==> config.mk <==
export PLATFORM = sky130hd
export DESIGN_NAME = counter_flags
export DESIGN_NICKNAME = d
export VERILOG_FILES = /design/src/hdl/counter_flags.v
export VERILOG_INCLUDE_DIRS = /design/src /design/src/hdl
export SDC_FILE = /design/constraint.sdc
export NUM_CORES = 1
export LEC_CHECK = 0
export BUFFER_PORTS_ARGS = -buffer_cell sky130_fd_sc_hd__buf_4
export CAP_MARGIN = 20
export CORE_ASPECT_RATIO = 1.4
export CORE_UTILIZATION = 55
export CTS_BUF_LIST = sky130_fd_sc_hd__clkbuf_4 sky130_fd_sc_hd__clkbuf_8
export DETAILED_ROUTE_END_ITERATION = 10
export GPL_ROUTABILITY_DRIVEN = 0
export PLACE_DENSITY = 0.81
export SYNTH_ARGS = -nofsm -noshare
export SYNTH_HDL_FRONTEND = slang
export SYNTH_SLANG_ARGS = --single-unit
==> constraint.sdc <==
create_clock -name mclk_i -period 10.6 [get_ports mclk_i]
set_clock_uncertainty 0.1 [all_clocks]
set_input_delay 1.06 -clock mclk_i [delete_from_list [all_inputs] [get_ports mclk_i]]
set_output_delay 1.06 -clock mclk_i [all_outputs]
set_load 0.05 [all_outputs]
==> src/hdl/counter_flags_defines.vh <==
`ifndef COUNTER_FLAGS_DEFINES_VH
`define COUNTER_FLAGS_DEFINES_VH

// ---------------------------------------------------------------
// register offsets (byte addresses, one word each)
// ---------------------------------------------------------------
`define OFS_CONTROL       8'h00
`define OFS_STATUS        8'h04
`define OFS_LOW_PRESET    8'h08
`define OFS_HIGH_PRESET   8'h0C
`define OFS_UNDER_LIMIT   8'h10
`define OFS_OVER_LIMIT    8'h14
`define OFS_COUNT         8'h18

// ---------------------------------------------------------------
// control register fields
// ---------------------------------------------------------------
`define CTL_SUB_ENABLE    0
`define CTL_LOW_MASK      1
`define CTL_HIGH_MASK     2
`define CTL_UNDER_MASK    3
`define CTL_WIDTH         4
`define CTL_RESET         4'h0

// ---------------------------------------------------------------
// status register fields
// ---------------------------------------------------------------
`define ST_PENDING        0
`define ST_LOST           1
`define ST_LOW_CAUSE      2
`define ST_LOW_REACHED    3
`define ST_HIGH_CAUSE     4
`define ST_HIGH_REACHED   5
`define ST_UNDER_EVENT    6
`define ST_UNDER_CAUSE    7
`define ST_OVER_EVENT     8
`define ST_WIDTH          9

// ---------------------------------------------------------------
// interrupt source codes
// ---------------------------------------------------------------
`define SRC_LOW           2'h0
`define SRC_HIGH          2'h1
`define SRC_UNDER         2'h2
`define SRC_OVER          2'h3

// ---------------------------------------------------------------
// queue depth: one in service plus two waiting
// ---------------------------------------------------------------
`define QUEUE_SLOTS       3

`endif

==> src/hdl/counter_flags.v <==
// Overview of operation
// - pending flag is high while a queued interrupt waits; hardware only.
// - one in service plus two queued; overrun sets the lost flag.
// - lost flag stays set until software writes it clear.
// - low mask zero blocks low preset interrupt; bidirectional modes only.
// - masks written only by software; retained, never changed by hardware.
// - low cause flag set when low preset interrupt is triggered.
// - low cause cleared by other interrupts, executing-mode entry, software.
// - while executing, low reached equals count at or below low preset.
// - high mask zero blocks high preset interrupt in every mode.
// - high cause flag set when high preset interrupt is triggered.
// - high cause cleared by other interrupts, executing-mode entry, software.
// - while executing, high reached equals count at or above high preset.
// - underflow flag set on downward pass through limit; software clears.
// - overflow flag set on upward pass through limit; software clears.
// - underflow and overflow never fault or stop operation.
// - underflow mask zero blocks underflow interrupt; bidirectional only.
// - underflow cause set when underflow interrupt is triggered.
// - underflow cause cleared by other interrupts, mode entry, software.
// - subroutine enable zero blocks every counter interrupt.
//
// The placing of the registers and strobed register access were left to the implementer.
`timescale 1ns/1ns
`include "counter_flags_defines.vh"

module counter_flags #(
   parameter CW = 32
) (
   input  wire                 mclk_i,
   input  wire                 rst_n_i,
   input  wire [7:0]           addr_i,
   input  wire [31:0]          wdata_i,
   input  wire                 wr_i,
   input  wire                 rd_i,
   output reg  [31:0]          rdata_o,
   input  wire [CW-1:0]        count_total_i,
   input  wire                 executing_i,
   input  wire                 bidir_mode_i,
   input  wire                 service_done_i,
   output wire                 service_active_o,
   output wire [1:0]           service_source_o,
   output wire                 interrupt_pending_flag_o,
   output wire                 interrupt_lost_flag_o
);

   // ------------------------------------------------------------
   // one-hot decode of a source code
   // ------------------------------------------------------------
   function [3:0] src_onehot;
      input [1:0] src;
      begin
         src_onehot = 4'h0;
         src_onehot[src] = 1'b1;
      end
   endfunction

   // ------------------------------------------------------------
   // state
   // ------------------------------------------------------------
   reg  [`CTL_WIDTH-1:0] ctl_reg;
   reg  [CW-1:0]         low_preset_value_reg;
   reg  [CW-1:0]         high_preset_value_reg;
   reg  [CW-1:0]         underflow_limit_reg;
   reg  [CW-1:0]         overflow_limit_reg;
   reg  [CW-1:0]         prev_count_reg;
   reg                   prev_valid_reg;
   reg                   executing_reg;
   reg                   interrupt_lost_flag_reg;
   reg                   low_preset_cause_flag_reg;
   reg                   low_preset_reached_flag_reg;
   reg                   high_preset_cause_flag_reg;
   reg                   high_preset_reached_flag_reg;
   reg                   underflow_event_flag_reg;
   reg                   underflow_cause_flag_reg;
   reg                   overflow_event_flag_reg;
   reg  [1:0]            q_reg [0:`QUEUE_SLOTS-1];
   reg  [1:0]            q_cnt_reg;
   reg  [1:0]            q_next [0:`QUEUE_SLOTS-1];
   reg  [1:0]            q_cnt_next;

   wire                  sub_en    = ctl_reg[`CTL_SUB_ENABLE];
   wire                  low_mask  = ctl_reg[`CTL_LOW_MASK];
   wire                  high_mask = ctl_reg[`CTL_HIGH_MASK];
   wire                  und_mask  = ctl_reg[`CTL_UNDER_MASK];

   wire                  wr_status = wr_i && (addr_i == `OFS_STATUS);

   // ------------------------------------------------------------
   // comparisons against the running count (signed)
   // ------------------------------------------------------------
   wire signed [CW-1:0]  cnt_s  = count_total_i;
   wire signed [CW-1:0]  prev_s = prev_count_reg;
   wire signed [CW-1:0]  lop_s  = low_preset_value_reg;
   wire signed [CW-1:0]  hip_s  = high_preset_value_reg;
   wire signed [CW-1:0]  unf_s  = underflow_limit_reg;
   wire signed [CW-1:0]  ovf_s  = overflow_limit_reg;

   wire  at_low   = (cnt_s <= lop_s);
   wire  at_high  = (cnt_s >= hip_s);
   wire  low_hit  = executing_i && at_low
                    && !low_preset_reached_flag_reg;
   wire  high_hit = executing_i && at_high
                    && !high_preset_reached_flag_reg;
   wire  und_hit  = prev_valid_reg && (prev_s >= unf_s)
                    && (cnt_s < unf_s);
   wire  ovf_hit  = prev_valid_reg && (prev_s <= ovf_s)
                    && (cnt_s > ovf_s);

   // ------------------------------------------------------------
   // interrupt requests after masking
   // ------------------------------------------------------------
   wire  low_req  = sub_en && low_hit && bidir_mode_i
                    && low_mask;
   wire  high_req = sub_en && high_hit && high_mask;
   wire  und_req  = sub_en && und_hit && bidir_mode_i
                    && und_mask;
   wire  ovf_req  = sub_en && ovf_hit;
   wire  [2:0] req_count = {2'b00, low_req} + {2'b00, high_req}
                         + {2'b00, und_req} + {2'b00, ovf_req};

   reg   [1:0] push_src;
   always @* begin
      if (ovf_req) begin
         push_src = `SRC_OVER;
      end else if (und_req) begin
         push_src = `SRC_UNDER;
      end else if (high_req) begin
         push_src = `SRC_HIGH;
      end else begin
         push_src = `SRC_LOW;
      end
   end

   wire  push      = (req_count != 3'd0);
   wire  extra_req = (req_count > 3'd1);

   // ------------------------------------------------------------
   // service queue: slot 0 is in service, slots 1 and 2 wait
   // ------------------------------------------------------------
   wire        pop       = service_done_i && (q_cnt_reg != 2'd0);
   wire [1:0]  cnt_after = q_cnt_reg - {1'b0, pop};
   wire        push_ok   = push && (cnt_after < 2'd3);
   wire        overrun   = (push && !push_ok) || extra_req;
   wire        head_new  = (pop && q_cnt_reg >= 2'd2)
                           || (push_ok && cnt_after == 2'd0);
   wire [1:0]  head_src  = (pop && q_cnt_reg >= 2'd2) ?
                           q_reg[1] : push_src;
   wire [3:0]  head_hot  = src_onehot(head_src);

   integer i;
   always @* begin
      for (i = 0; i < `QUEUE_SLOTS; i = i + 1) begin
         q_next[i] = q_reg[i];
      end
      if (pop) begin
         for (i = 0; i < `QUEUE_SLOTS - 1; i = i + 1) begin
            q_next[i] = q_reg[i+1];
         end
      end
      if (push_ok) begin
         q_next[cnt_after] = push_src;
      end
      q_cnt_next = cnt_after + {1'b0, push_ok};
   end

   genvar g;
   generate
      for (g = 0; g < `QUEUE_SLOTS; g = g + 1) begin : slot
         always @(posedge mclk_i or negedge rst_n_i) begin
            if (!rst_n_i) begin
               q_reg[g] <= 2'h0;
            end else begin
               q_reg[g] <= q_next[g];
            end
         end
      end
   endgenerate

   // ------------------------------------------------------------
   // sequencing state and software registers
   // ------------------------------------------------------------
   always @(posedge mclk_i or negedge rst_n_i) begin
      if (!rst_n_i) begin
         q_cnt_reg             <= 2'd0;
         prev_count_reg        <= {CW{1'b0}};
         prev_valid_reg        <= 1'b0;
         executing_reg         <= 1'b0;
         ctl_reg               <= `CTL_RESET;
         low_preset_value_reg  <= {CW{1'b0}};
         high_preset_value_reg <= {CW{1'b0}};
         underflow_limit_reg   <= {CW{1'b0}};
         overflow_limit_reg    <= {CW{1'b0}};
      end else begin
         q_cnt_reg      <= q_cnt_next;
         prev_count_reg <= count_total_i;
         prev_valid_reg <= 1'b1;
         executing_reg  <= executing_i;
         if (wr_i) begin
            case (addr_i)
               `OFS_CONTROL: begin
                  ctl_reg <= wdata_i[`CTL_WIDTH-1:0];
               end
               `OFS_LOW_PRESET: begin
                  low_preset_value_reg <= wdata_i[CW-1:0];
               end
               `OFS_HIGH_PRESET: begin
                  high_preset_value_reg <= wdata_i[CW-1:0];
               end
               `OFS_UNDER_LIMIT: begin
                  underflow_limit_reg <= wdata_i[CW-1:0];
               end
               `OFS_OVER_LIMIT: begin
                  overflow_limit_reg <= wdata_i[CW-1:0];
               end
               default: begin
               end
            endcase
         end
      end
   end

   // ------------------------------------------------------------
   // status flags: hardware set wins over software clear
   // ------------------------------------------------------------
   wire  mode_entry = executing_i && !executing_reg;
   wire  sw_clr_lost = wr_status && !wdata_i[`ST_LOST];
   wire  sw_clr_lc   = wr_status && !wdata_i[`ST_LOW_CAUSE];
   wire  sw_clr_hc   = wr_status && !wdata_i[`ST_HIGH_CAUSE];
   wire  sw_clr_ue   = wr_status && !wdata_i[`ST_UNDER_EVENT];
   wire  sw_clr_uc   = wr_status && !wdata_i[`ST_UNDER_CAUSE];
   wire  sw_clr_oe   = wr_status && !wdata_i[`ST_OVER_EVENT];
   wire  start_low   = head_new && head_hot[`SRC_LOW];
   wire  start_high  = head_new && head_hot[`SRC_HIGH];
   wire  start_und   = head_new && head_hot[`SRC_UNDER];
   wire  start_ovf   = head_new && head_hot[`SRC_OVER];

   always @(posedge mclk_i or negedge rst_n_i) begin
      if (!rst_n_i) begin
         interrupt_lost_flag_reg      <= 1'b0;
      end else begin
         if (overrun) begin
            interrupt_lost_flag_reg <= 1'b1;
         end else if (sw_clr_lost) begin
            interrupt_lost_flag_reg <= 1'b0;
         end
      end
   end

   // ------------------------------------------------------------
   // reached flags follow the compare while executing
   // ------------------------------------------------------------
   always @(posedge mclk_i or negedge rst_n_i) begin
      if (!rst_n_i) begin
         low_preset_reached_flag_reg  <= 1'b0;
         high_preset_reached_flag_reg <= 1'b0;
      end else begin
         if (executing_i) begin
            low_preset_reached_flag_reg  <= at_low;
            high_preset_reached_flag_reg <= at_high;
         end
      end
   end

   // ------------------------------------------------------------
   // cause flags: a starting source sets its own, clears the rest
   // ------------------------------------------------------------
   always @(posedge mclk_i or negedge rst_n_i) begin
      if (!rst_n_i) begin
         low_preset_cause_flag_reg  <= 1'b0;
         high_preset_cause_flag_reg <= 1'b0;
         underflow_cause_flag_reg   <= 1'b0;
      end else begin
         if (start_low) begin
            low_preset_cause_flag_reg <= 1'b1;
         end else if (start_high || start_und || start_ovf
                      || mode_entry || sw_clr_lc) begin
            low_preset_cause_flag_reg <= 1'b0;
         end
         if (start_high) begin
            high_preset_cause_flag_reg <= 1'b1;
         end else if (start_low || start_und || start_ovf
                      || mode_entry || sw_clr_hc) begin
            high_preset_cause_flag_reg <= 1'b0;
         end
         if (start_und) begin
            underflow_cause_flag_reg <= 1'b1;
         end else if (start_low || start_high || start_ovf
                      || mode_entry || sw_clr_uc) begin
            underflow_cause_flag_reg <= 1'b0;
         end
      end
   end

   // ------------------------------------------------------------
   // event flags: set on a pass through a limit
   // ------------------------------------------------------------
   always @(posedge mclk_i or negedge rst_n_i) begin
      if (!rst_n_i) begin
         underflow_event_flag_reg <= 1'b0;
         overflow_event_flag_reg  <= 1'b0;
      end else begin
         // flags only; no fault or halt path exists
         if (und_hit) begin
            underflow_event_flag_reg <= 1'b1;
         end else if (sw_clr_ue) begin
            underflow_event_flag_reg <= 1'b0;
         end
         if (ovf_hit) begin
            overflow_event_flag_reg <= 1'b1;
         end else if (sw_clr_oe) begin
            overflow_event_flag_reg <= 1'b0;
         end
      end
   end

   // ------------------------------------------------------------
   // read path
   // ------------------------------------------------------------
   wire [`ST_WIDTH-1:0] status_word = {
      overflow_event_flag_reg,
      underflow_cause_flag_reg,
      underflow_event_flag_reg,
      high_preset_reached_flag_reg,
      high_preset_cause_flag_reg,
      low_preset_reached_flag_reg,
      low_preset_cause_flag_reg,
      interrupt_lost_flag_reg,
      interrupt_pending_flag_o
   };

   always @(posedge mclk_i or negedge rst_n_i) begin
      if (!rst_n_i) begin
         rdata_o <= 32'h0000_0000;
      end else begin
         rdata_o <= 32'h0000_0000;
         if (rd_i) begin
            case (addr_i)
               `OFS_CONTROL: begin
                  rdata_o[`CTL_WIDTH-1:0] <= ctl_reg;
               end
               `OFS_STATUS: begin
                  rdata_o[`ST_WIDTH-1:0] <= status_word;
               end
               `OFS_LOW_PRESET: begin
                  rdata_o[CW-1:0] <= low_preset_value_reg;
               end
               `OFS_HIGH_PRESET: begin
                  rdata_o[CW-1:0] <= high_preset_value_reg;
               end
               `OFS_UNDER_LIMIT: begin
                  rdata_o[CW-1:0] <= underflow_limit_reg;
               end
               `OFS_OVER_LIMIT: begin
                  rdata_o[CW-1:0] <= overflow_limit_reg;
               end
               `OFS_COUNT: begin
                  rdata_o[CW-1:0] <= count_total_i;
               end
               default: begin
                  rdata_o <= 32'h0000_0000;
               end
            endcase
         end
      end
   end

   // ------------------------------------------------------------
   // outputs
   // ------------------------------------------------------------
   assign service_active_o         = (q_cnt_reg != 2'd0);
   assign service_source_o         = q_reg[0];
   assign interrupt_pending_flag_o = (q_cnt_reg >= 2'd2);
   assign interrupt_lost_flag_o    = interrupt_lost_flag_reg;

endmodule

==> impl_metrics.toml <==
[yosys]
synth-main-ff-cell = "dfrtp_1"
async_flop_share_pct = 100
yosysTopAreaCell = "dfrtp_1"
synth.top_cell.area_share_pct = 40.3
syn_inst = 1261
synth_area_mm2 = 0.0133
synth_cell_types = 68
synth.ff_latch_count = 214
synth.avg_cell_area_um2 = 10.5
synth_edf_count = 0
syn_nets = 1537
ys_warn_count = 0
synth_area_leaders = "dfrtp_1 (40%), ha_1 (18%), mux2_2 (7.5%)"
ys_seq_area_share_pct = 40.3

[sta]
timing.fmax_mhz = 186
period_minus_slack_ps = 5370
finalHoldViolations = 0
setup_violations = 0
fin_crit_sh_pct = 50.7
slew_viol_final = 0
maxSlewHeadroom_pct = 42.7
whs_ps = 411
tns_ps = 0
worst_pin_slew_ps = 855
rsz0062_at_grt = "no"

[global_routing]
grt_max_degree = 93
grt_pass1_vias = 11500
grt_overflow = 0
grt_pass1_wl_mm = 59.3
antenna_found_initial = 0
grtUsageTotal_pct = 31.0

[floorplanning]
chipWidth_um = 133
die-area_mm2 = 0.0248
fp.dieH_um = 186
io_pins = 116
start_util_pct = 55.8
rows = 67
core_area_mm2 = 0.0238

[critical_path]
critPathKind = "in -> reg"
crit_arrival_ps = 5710
ff2ff_setup_slack_ps = 5360
cp-end-kind = "register"
worstPathRequired_ps = 10930
path_buf_inv = 2
path_max_fanout = 6
startpoint_type = "input pin"
crit_slowest_cell = "o21ai_0"
crit_chain = "buf_4 -> ha_1 -> a21o_1 -> a21o_1 -> a21oi_1 -> o21ai_0 -> and3_1 -> o21ai_0 -> o2111ai_1 -> a211oi_1 -> fa_1 -> ha_1 -> inv_1 -> ha_1 -> nor3_1 -> nand2b_1 -> nor2_1 -> nor2_1 -> o211ai_1 -> o31a_1 -> o31ai_1"
cpPeakStageDelay_ps = 460
crit_top_cell = "ha_1"
path_delay_family = "compound AO/OA/AOI/OAI gates"

[outcome]
status = "finished, violations left"
violations = "DRC"

[power_and_ir_drop]
power.leakage_nw = 7.12
power_density_mw_per_mm2 = 132
vdd_ir_drop_max_mv = 0.130

[cts]
post_cts_buffers = 0
cts_buffer_depth = 3
clock_latency_ps = 540
htree_levels = 2
path_clk_slew_ps = 60
cts_resized = 0
cts_root_buf = "clkbuf_8"
cts_buffers = 35
cts_hold_buf = 0
clkSinkCount = 214
cts_tree = "yes"

[min_path]
worstHoldPathType = "reg -> reg"

[finish]
final_cell_mix = "dfrtp_1 (214), ha_1 (196), inv_1 (142)"
area_growth_pct = 14.8
utilization_pct = 64.1
antennaDiodeCount = 0
layout_commonest_cell = "dfrtp_1"
drive_gt1_share_pct = 20.9
fin_nets = 1662

[detailed_routing]
firstDrtPassIters = 9
wl_mm = 37.5
ant_nets = 0
num_vias = 10900
drc_errors = 1
drt_iter0_drc = 847
wl_per_cell_um = 21.8
vias_per_cell = 6.34

[run]
max-cap-violations = 0

[place]
port-buffer-count = 115
hpwl_mm = 27.3
[where the power goes]
group          switching (mW)  internal (mW)
registers              0.0358          0.858
logic                   0.203          0.139
clock network           0.335          0.447
[layout make-up]
type                            count  area (µm²)
Clock buffer                       52         659
Clock inverter                      8        95.1
Fill cell                        1901        8550
Inverter                          142         533
Multi-Input combinational cell    864        7250
Sequential cell                   214        5360
Tap cell                          310         388
Timing Repair Buffer              129         973
[metal layers]
metal / up-vias / wire length [µm] / GRT usage (%)
met5: - / 0 / 0
met4: 0 / 2790 / 22.8
met3: 181 / 2530 / 5.20
met2: 511 / 18300 / 53.6
met1: 5309 / 13900 / 34.5
li1: 4890 / - / -
[synth_stat cells, drive strengths merged, types with 4 or more instances]
cell type	instances
o21ai	39
nor3	7
nand4	40
o211ai	10
and2	4
nand2	82
a21oi	96
a22oi	17
nor2b	10
o31a	5
or2	5
nand2b	4
buf	21
a21o	25
clkbuf	20
o21a	6
a31oi	9
a21boi	6
and3	4
a211oi	11
a2111oi	4
a222oi	28
inv	142
dfrtp	214
nor2	34
a22o	20
nand3	23
mux2	134
ha	196
nor4	7
[worst register-to-register path, stage by stage, from the launching register on]
cell and delay, ps:
dfrtp_1 360, inv_1 70, ha_1 310, a21oi_1 160
o21ai_1 90, a221oi_1 360, o211ai_1 200, a2111oi_0 700
o211ai_2 260, or2_1 320, inv_1 90, fa_1 410
ha_1 230, inv_1 60, ha_1 230, nor3_1 340
nand2b_1 180, nor2_1 110, nor2_1 220, o211ai_1 140
o31a_1 130, o31ai_1 70
[worst paths after layout]
path | from | to | depth (start not counted)
worst max-delay path | count_total_i[9] | low_preset_cause_flag_reg | 21
min in group asynchronous | rst_n_i | q_cnt_reg[1] | 1
worst min register to register | underflow_limit_reg[6] | underflow_limit_reg[6] | 1
max in group asynchronous | rst_n_i | overflow_limit_reg[11] | 3
worst min-delay path | underflow_limit_reg[6] | underflow_limit_reg[6] | 1
worst max register to register | overflow_limit_reg[5] | low_preset_cause_flag_reg | 21
[kinds of logic after synthesis]
family / count (synthesis) / synth area share [%]
AO/OA/AOI/OAI: 297 / 15.3
AND/OR/NAND/NOR: 230 / 8.69
flip-flops: 214 / 40.3
adder cells (fa/ha/maj): 197 / 18.6
buffers and inverters: 183 / 5.36
multiplexers: 135 / 11.5
XOR/XNOR: 4 / 0.320
other: 1 / 0.0282
[metrics by stage]
| stage | instance area, µm² | cells | setup WS [ps] | total power, mW |
|---|---|---|---|---|
| finish | 15300 | 1719 | 5230 | 2.02 |
| global route | 15300 | 1719 | 4890 | 2.11 |
| CTS | 15300 | 1718 | 4620 | 2.03 |
| detailed placement | 14500 | 1658 | 4100 | 1.24 |
| global placement | 14500 | 1658 | 4360 | 1.23 |
| floorplan | 13300 | 1261 | 5590 | 1.11 |
Power figures use the tool's default switching activity.
